===== config.mk =====
export PLATFORM = sky130hd
export DESIGN_NAME = sct_core
export DESIGN_NICKNAME = d
export VERILOG_FILES = /design/src/include/sct_pkg.sv /design/src/verilog/sct_core.sv
export SDC_FILE = /design/constraint.sdc
export NUM_CORES = 1
export LEC_CHECK = 0
export BUFFER_PORTS_ARGS = -buffer_cell sky130_fd_sc_hd__buf_2
export CELL_PAD_IN_SITES_DETAIL_PLACEMENT = 0
export CELL_PAD_IN_SITES_GLOBAL_PLACEMENT = 1
export CORE_MARGIN = 2
export CORE_UTILIZATION = 35
export CTS_CLUSTER_SIZE = 10
export DETAILED_ROUTE_END_ITERATION = 12
export HOLD_SLACK_MARGIN = 0.15
export PLACE_DENSITY = 0.62
export REMOVE_ABC_BUFFERS = 1
export SLEW_MARGIN = 10
export SYNTH_ARGS = -nofsm -noshare
export SYNTH_HDL_FRONTEND = slang
export SYNTH_SLANG_ARGS = --single-unit

===== constraint.sdc =====
create_clock -name clk_in -period 4.25 [get_ports clk_in]
set_input_delay 0.6375 -clock clk_in [delete_from_list [all_inputs] [get_ports clk_in]]
set_output_delay 0.6375 -clock clk_in [all_outputs]
set_load 0.05 [all_outputs]

===== src/include/sct_pkg.sv =====
`default_nettype none

package sct_pkg;

	// Clock, resolution and counter width
	localparam int SCT_CLK_NS   = 4;
	localparam int SCT_RES_BITS = 18;
	localparam int SCT_CNT_W    = 8;

	// Least time rounds up to whole cycles
	function automatic int sct_ceil_cyc(input int ns);
		int c;
		c = (ns + SCT_CLK_NS - 1) / SCT_CLK_NS;
		return (c < 1) ? 1 : c;
	endfunction

	// Longest time rounds down, never below one cycle
	function automatic int sct_floor_cyc(input int ns);
		int c;
		c = ns / SCT_CLK_NS;
		return (c < 1) ? 1 : c;
	endfunction

	// Times as specified, in ns
	localparam int SCT_FAST_CONV_NS    = 340;
	localparam int SCT_NORM_CONV_NS    = 465;
	localparam int SCT_BUSY_DLY_NS     = 30;
	localparam int SCT_EOC_BUSY_NS     = 10;
	localparam int SCT_DATA_LEAD_NS    = 20;
	localparam int SCT_FAST_SPACING_NS = 500;
	localparam int SCT_NORM_SPACING_NS = 667;
	localparam int SCT_FAST_ACQ_NS     = 70;
	localparam int SCT_NORM_ACQ_NS     = 100;
	localparam int SCT_FAST_MAX_GAP_NS = 1000000;

	// Derived cycle counts
	localparam int SCT_FAST_CONV_CYC    = sct_floor_cyc(SCT_FAST_CONV_NS);
	localparam int SCT_NORM_CONV_CYC    = sct_floor_cyc(SCT_NORM_CONV_NS);
	localparam int SCT_BUSY_DLY_CYC     = sct_floor_cyc(SCT_BUSY_DLY_NS);
	localparam int SCT_EOC_BUSY_CYC     = sct_ceil_cyc(SCT_EOC_BUSY_NS);
	localparam int SCT_DATA_LEAD_CYC    = sct_ceil_cyc(SCT_DATA_LEAD_NS);
	localparam int SCT_TAIL_CYC         = (SCT_EOC_BUSY_CYC > SCT_DATA_LEAD_CYC) ?
		SCT_EOC_BUSY_CYC : SCT_DATA_LEAD_CYC;
	localparam int SCT_FAST_SPACING_CYC = sct_ceil_cyc(SCT_FAST_SPACING_NS);
	localparam int SCT_NORM_SPACING_CYC = sct_ceil_cyc(SCT_NORM_SPACING_NS);
	localparam int SCT_FAST_ACQ_CYC     = sct_ceil_cyc(SCT_FAST_ACQ_NS);
	localparam int SCT_NORM_ACQ_CYC     = sct_ceil_cyc(SCT_NORM_ACQ_NS);
	localparam int SCT_FAST_MAX_GAP_CYC = sct_floor_cyc(SCT_FAST_MAX_GAP_NS);

	// Values after reset
	localparam logic [SCT_RES_BITS-1:0] SCT_DATA_RST = 18'h00000;

	typedef enum logic [1:0] {
		SCT_IDLE,
		SCT_CONV,
		SCT_TAIL
	} sct_state_t;

	// Result as seen by the controller
	typedef struct packed {
		logic [SCT_RES_BITS-1:0] data;
		logic                    valid;
	} sct_result_t;

	// Observed controller timing faults, one-cycle pulses
	typedef struct packed {
		logic overrun;
		logic early;
		logic stale;
	} sct_fault_t;

endpackage

`default_nettype wire


===== src/verilog/sct_core.sv =====
`default_nettype none

module sct_core #(
	parameter int unsigned MAX_GAP_CYC = sct_pkg::SCT_FAST_MAX_GAP_CYC
) (
	input  wire logic                              clk_in,             // 250 MHz clock
	input  wire logic                              arst_n_in,          // Async reset, low
	input  wire logic                              convert_start_n_in, // Start on fall
	input  wire logic                              fast_mode_in,       // 1 fast, 0 normal
	input  wire logic [sct_pkg::SCT_RES_BITS-1:0] sample_in,          // Held input level
	output logic                                   busy_out,           // Converting
	output sct_pkg::sct_result_t                   result_out,         // Result and valid
	output sct_pkg::sct_fault_t                    fault_out           // Timing fault pulses
);

	localparam int RB     = sct_pkg::SCT_RES_BITS;
	localparam int CW     = sct_pkg::SCT_CNT_W;
	localparam int GAP_W  = $clog2(MAX_GAP_CYC + 1);
	localparam int IDX_W  = $clog2(RB);
	localparam int TAIL   = sct_pkg::SCT_TAIL_CYC;
	localparam int FAST_BUSY = sct_pkg::SCT_FAST_CONV_CYC - 1;
	localparam int NORM_BUSY = sct_pkg::SCT_NORM_CONV_CYC - 1;
	localparam logic [CW-1:0] FAST_LEN  = CW'(FAST_BUSY - TAIL);
	localparam logic [CW-1:0] NORM_LEN  = CW'(NORM_BUSY - TAIL);
	localparam logic [CW-1:0] TAIL_LEN  = CW'(TAIL);
	localparam logic [CW-1:0] ACQ_MAX   = '1;
	localparam logic [GAP_W-1:0] GAP_MAX  = GAP_W'(MAX_GAP_CYC);
	localparam logic [GAP_W-1:0] GAP_LAST = GAP_W'(MAX_GAP_CYC - 1);

	// Refuse settings the counters cannot serve
	if (MAX_GAP_CYC <= sct_pkg::SCT_NORM_SPACING_CYC) begin : g_gap_chk
		$error("MAX_GAP_CYC too small");
	end
	if (FAST_BUSY - TAIL < RB + 1 || NORM_BUSY >= 2 ** CW) begin : g_len_chk
		$error("conversion length does not fit the bit steps or counter");
	end

	typedef struct packed {
		sct_pkg::sct_state_t  state;
		logic [CW-1:0]        cnt;
		logic [IDX_W-1:0]     bit_idx;
		logic                 bit_run;
		logic [RB-1:0]        samp;
		logic [RB-1:0]        sar;
		logic                 fast;
		logic                 prev_n;
		logic [GAP_W-1:0]     gap;
		logic [CW-1:0]        acq;
		logic                 busy;
		sct_pkg::sct_result_t res;
		sct_pkg::sct_fault_t  flt;
	} sct_core_st_t;

	// Gap and acquisition start saturated so the first start is never flagged
	localparam sct_core_st_t ST_RST = '{
		state:   sct_pkg::SCT_IDLE,
		cnt:     '0,
		bit_idx: '0,
		bit_run: 1'b0,
		samp:    '0,
		sar:     '0,
		fast:    1'b0,
		prev_n:  1'b1,
		gap:     GAP_MAX,
		acq:     ACQ_MAX,
		busy:    1'b0,
		res:     '{data: sct_pkg::SCT_DATA_RST, valid: 1'b0},
		flt:     '0
	};

	logic [1:0]   rst_sync;
	logic         rst_n;
	sct_core_st_t st;
	sct_core_st_t next_st;
	logic         start_edge;
	logic         too_soon;
	logic [RB-1:0] trial;

	// Reset release through two flops; assertion stays asynchronous
	always_ff @(posedge clk_in or negedge arst_n_in) begin
		if (!arst_n_in) begin
			rst_sync <= 2'b00;
		end else begin
			rst_sync <= {rst_sync[0], 1'b1};
		end
	end
	assign rst_n = rst_sync[1];

	// Edge of the start strobe and controller spacing check
	// Both counters lag the elapsed cycles by one, so a start on the exact minimum passes
	assign start_edge = st.prev_n & ~convert_start_n_in;
	assign too_soon   = fast_mode_in ?
		(st.gap < GAP_W'(sct_pkg::SCT_FAST_SPACING_CYC - 1)) ||
		(st.acq < CW'(sct_pkg::SCT_FAST_ACQ_CYC - 1)) :
		(st.gap < GAP_W'(sct_pkg::SCT_NORM_SPACING_CYC - 1)) ||
		(st.acq < CW'(sct_pkg::SCT_NORM_ACQ_CYC - 1));
	assign trial = st.sar | (RB'(1) << st.bit_idx);

	// Conversion sequencer
	always_comb begin
		next_st        = st;
		next_st.prev_n = convert_start_n_in;
		next_st.flt    = '0;
		if (st.gap != GAP_MAX) begin
			next_st.gap = st.gap + GAP_W'(1);
		end
		// Fast mode cannot hold its sample past the longest gap; a start on the last cycle is in time
		if (st.fast && st.gap == GAP_LAST && !start_edge) begin
			next_st.flt.stale = 1'b1;
		end
		case (st.state)
			sct_pkg::SCT_IDLE: begin
				if (st.acq != ACQ_MAX) begin
					next_st.acq = st.acq + CW'(1);
				end
				if (start_edge) begin
					next_st.state     = sct_pkg::SCT_CONV;
					next_st.busy      = 1'b1;
					next_st.fast      = fast_mode_in;
					next_st.cnt       = fast_mode_in ? FAST_LEN : NORM_LEN;
					next_st.samp      = sample_in;
					next_st.sar       = '0;
					next_st.bit_idx   = IDX_W'(RB - 1);
					next_st.bit_run   = 1'b1;
					next_st.gap       = '0;
					next_st.res.valid = 1'b0;
					next_st.flt.early = too_soon;
				end
			end
			sct_pkg::SCT_CONV: begin
				// Starts during a conversion are dropped, not restarted
				next_st.flt.overrun = start_edge;
				if (st.bit_run) begin
					if (trial <= st.samp) begin
						next_st.sar = trial;
					end
					if (st.bit_idx == '0) begin
						next_st.bit_run = 1'b0;
					end else begin
						next_st.bit_idx = st.bit_idx - IDX_W'(1);
					end
				end
				next_st.cnt = st.cnt - CW'(1);
				if (st.cnt == CW'(1)) begin
					// Internal end of conversion: result out at once
					next_st.state     = sct_pkg::SCT_TAIL;
					next_st.cnt       = TAIL_LEN;
					next_st.res.data  = st.sar;
					next_st.res.valid = 1'b1;
				end
			end
			sct_pkg::SCT_TAIL: begin
				next_st.flt.overrun = start_edge;
				next_st.cnt = st.cnt - CW'(1);
				if (st.cnt == CW'(1)) begin
					next_st.state = sct_pkg::SCT_IDLE;
					next_st.busy  = 1'b0;
					next_st.acq   = '0;
				end
			end
			default: begin
				next_st = ST_RST;
			end
		endcase
	end

	// Single state register
	always_ff @(posedge clk_in or negedge rst_n) begin
		if (!rst_n) begin
			st <= ST_RST;
		end else begin
			st <= next_st;
		end
	end

	assign busy_out   = st.busy;
	assign result_out = st.res;
	assign fault_out  = st.flt;

	// Busy width, counted only for the checks below
	logic [CW-1:0] busy_len;
	always_ff @(posedge clk_in or negedge rst_n) begin
		if (!rst_n) begin
			busy_len <= '0;
		end else if (busy_out) begin
			busy_len <= busy_len + CW'(1);
		end else begin
			busy_len <= '0;
		end
	end
endmodule

`default_nettype wire

==> impl_metrics.py <==
metrics = {
    "timing": {
        "worst_pin_slew_ps": 961,
        "fin_crit_sh_pct": 83.8,
        "worst_hold_slack_ps": 375,
        "min_period_ps": 3560,
        "tns_ps": 0,
        "setup_ws_ps": 690,
        "rsz0062_at_grt": "no",
        "timing.fmax_mhz": 281,
        "fin_skew_ps": 5.74,
        "slew_violations": 0,
        "relSlewSlack_pct": 35.9,
        "hold_viol": 0,
        "setup_violations": 0,
    },
    "synthesis": {
        "yosysSeqAreaShare_pct": 44.3,
        "yosysUniqueCellTypes": 61,
        "synth_top_area_share_pct": 37.3,
        "async_reset_ff_share_pct": 100,
        "yosysWarningCount": 0,
        "synth_cells": 667,
        "synth.cell_area_um2": 5970,
        "synth_edf_count": 0,
        "synth_top_area_cell": "dfrtp_1",
        "synth_flop_cell": "dfrtp_1",
        "ys_top_cells_by_area": "dfrtp_1 37%, nand2_1 7.2%, dfstp_2 7.0%",
        "syn_area_per_cell_um2": 8.96,
        "ys_seq_elements": 105,
    },
    "cells_and_area": {
        "antenna_cells": 0,
        "layout-drive-gt1-share_pct": 15.0,
        "area_growth_pct": 10.6,
        "stdcell_area_um2": 6600,
        "layout.nets": 736,
    },
    "outcome": {
        "status": "complete, no violations",
    },
    "clocking": {
        "clock-sinks": 105,
        "insertion_delay_ps": 360,
        "h-tree-depth": 3,
        "cts_tree": "yes",
        "cts.clk_slew.worst_paths_ps": 70,
        "cts_root_buffer": "clkbuf_16",
        "post_cts_buffers": 0,
        "clock_path_buffers": 2,
        "numCtsBuffers": 9,
    },
    "grt": {
        "grt_usage_pct": 17.2,
        "grt_pass1_vias": 4700,
        "grt_max_degree": 73,
        "grt_first_pass_wirelength_um": 24800,
        "antenna_found_initial": 0,
        "overflow": 0,
    },
    "route": {
        "vias": 4763,
        "first_iter_violations": 277,
        "wirelength_um": 14500,
        "via_per_inst": 5.26,
        "drc": 0,
        "wl_per_cell_um": 16.0,
        "firstDrtPassIters": 4,
        "antenna_left": 0,
    },
    "die": {
        "die_w_um": 135,
        "fp.dieArea_um2": 18100,
        "num_rows": 47,
        "core-area_um2": 16600,
        "initial_core_util_pct": 35.9,
        "io_pins": 45,
        "die_h_um": 135,
    },
    "critical_path": {
        "required_ps": 4490,
        "arrival_ps": 3800,
        "cp-start-kind": "register",
        "crit_type": "reg -> reg",
        "endpoint_kind": "register",
        "cp_max_fo": 20,
    },
    "job": {
        "cap_viol_max_count": 0,
    },
    "power_and_ir_drop": {
        "ir_worst_vdd_mv": 0.274,
        "powerDensity_nw_per_um2": 721,
        "leakagePower_nw": 3.19,
    },
    "placed_design": {
        "portBuffers": 44,
        "place_area_um2": 6250,
        "dp_hpwl_um": 10000,
        "routabilityCongestion": 0.864,
        "dp_slack_ps": 742,
    },
    "min_path": {
        "worstHoldPathType": "reg -> reg",
    },
}
critical path: stages (launching register included):
cell,delay [ps]
dfrtp_1,410
inv_1,120
ha_1,310
nand3_1,100
nand2_1,100
ha_1,340
nand4_1,90
nor3_1,320
a41o_1,710
or2_1,230
o21ai_2,240
a221o_1,460
layer usage:
layer  GRT usage (%)  up-vias  wire, µm
li1                -     2349         -
met3            3.38       22       482
met4            6.84        0       385
met5               0        -         0
met1            22.6     2299      6790
met2            28.1       93      6870
cell usage after synthesis (all sizes together) (18+ instances only):
cell	instances
inv	37
dfrtp	89
a21o	22
nand2	116
nand3	23
a221o	18
o21ai	54
ha	33
clkbuf	20
nor2	41
buf	32
a21oi	34
nand4	25
through the flow:
step | utilization (%) | total power [mW] | std cells
finish | 39.7 | 4.76 | 906
global route | 39.7 | 5.17 | 906
CTS | 39.7 | 4.81 | 906
detailed placement | 37.6 | 3.82 | 889
global placement | 37.6 | 3.78 | 889
floorplan | - | 3.13 | 615
cells by family (layout without fill, tap and decap cells):
family	Yosys count	after routing	synth area share, %
and+or+nand+nor	252	252	19.8
DFF	105	105	44.3
xor gates and xnor gates	21	21	3.08
buffers and inverters	89	108	7.35
muxes	3	3	0.503
other	1	1	0.0628
AOI/OAI and AO/OA	163	163	18.0
adders and majority gates	33	33	6.91
layout by cell type, fill, tap and decap left out, types with 13 or more instances in the layout:
| cell type | synthesis | final |
|---|---|---|
| o21ai_1 | 25 | 25 |
| dfrtp_1 | 89 | 88 |
| o21ai_0 | 28 | 28 |
| a21oi_1 | 34 | 34 |
| a221o_1 | 18 | 18 |
| a21o_1 | 22 | 22 |
| nand4_1 | 25 | 25 |
| ha_1 | 33 | 33 |
| nor3_1 | 16 | 16 |
| nor2_1 | 40 | 39 |
| inv_1 | 35 | 35 |
| nand3_1 | 23 | 23 |
| xor2_1 | 13 | 13 |
| dfstp_2 | 16 | 16 |
| nand2_1 | 115 | 115 |
| buf_2 | 6 | 44 |
registers in the layout (all words and copies together) (netlist names):
signal and count:
rst_sync 2, busy_out 1, st 80, fault_out 3, result_out 19
final cells by class:
| class | instances | area (µm²) |
|---|---|---|
| Timing Repair Buffer | 55 | 305 |
| Clock buffer | 9 | 225 |
| Inverter | 37 | 139 |
| Fill cell | 1681 | 10000 |
| Multi-Input combinational cell | 473 | 2890 |
| Tap cell | 220 | 275 |
| Clock inverter | 7 | 119 |
| Sequential cell | 105 | 2650 |
what timing repair did:
item | CTS | global route
resized for setup | 0 | 0
hold buffers | 1 | 0
hold endpoints to repair | 2 | 0
path summary, 6_finish.rpt:
| path | slack [ps] | cells past startpoint | to | start |
|---|---|---|---|---|
| setup / recovery | 690 | 11 | st[57] | st[88] |
| setup reg to reg | 690 | 11 | st[57] | st[88] |
| hold / removal | 370 | 0 | rst_sync[1] | rst_sync[0] |
| min in group asynchronous | 460 | 0 | result_out[17] | rst_sync[1] |
| max in group asynchronous | 2780 | 1 | st[49] | rst_sync[1] |
| hold reg to reg | 370 | 0 | rst_sync[1] | rst_sync[0] |
power by group:
group | switching, mW | internal [mW] | total [mW]
logic | 1.48 | 0.729 | 2.21
clock network | 0.387 | 0.576 | 0.962
registers | 0.266 | 1.32 | 1.59
total | 2.13 | 2.63 | 4.76
Note: power is estimated with default switching activity, not from simulation.
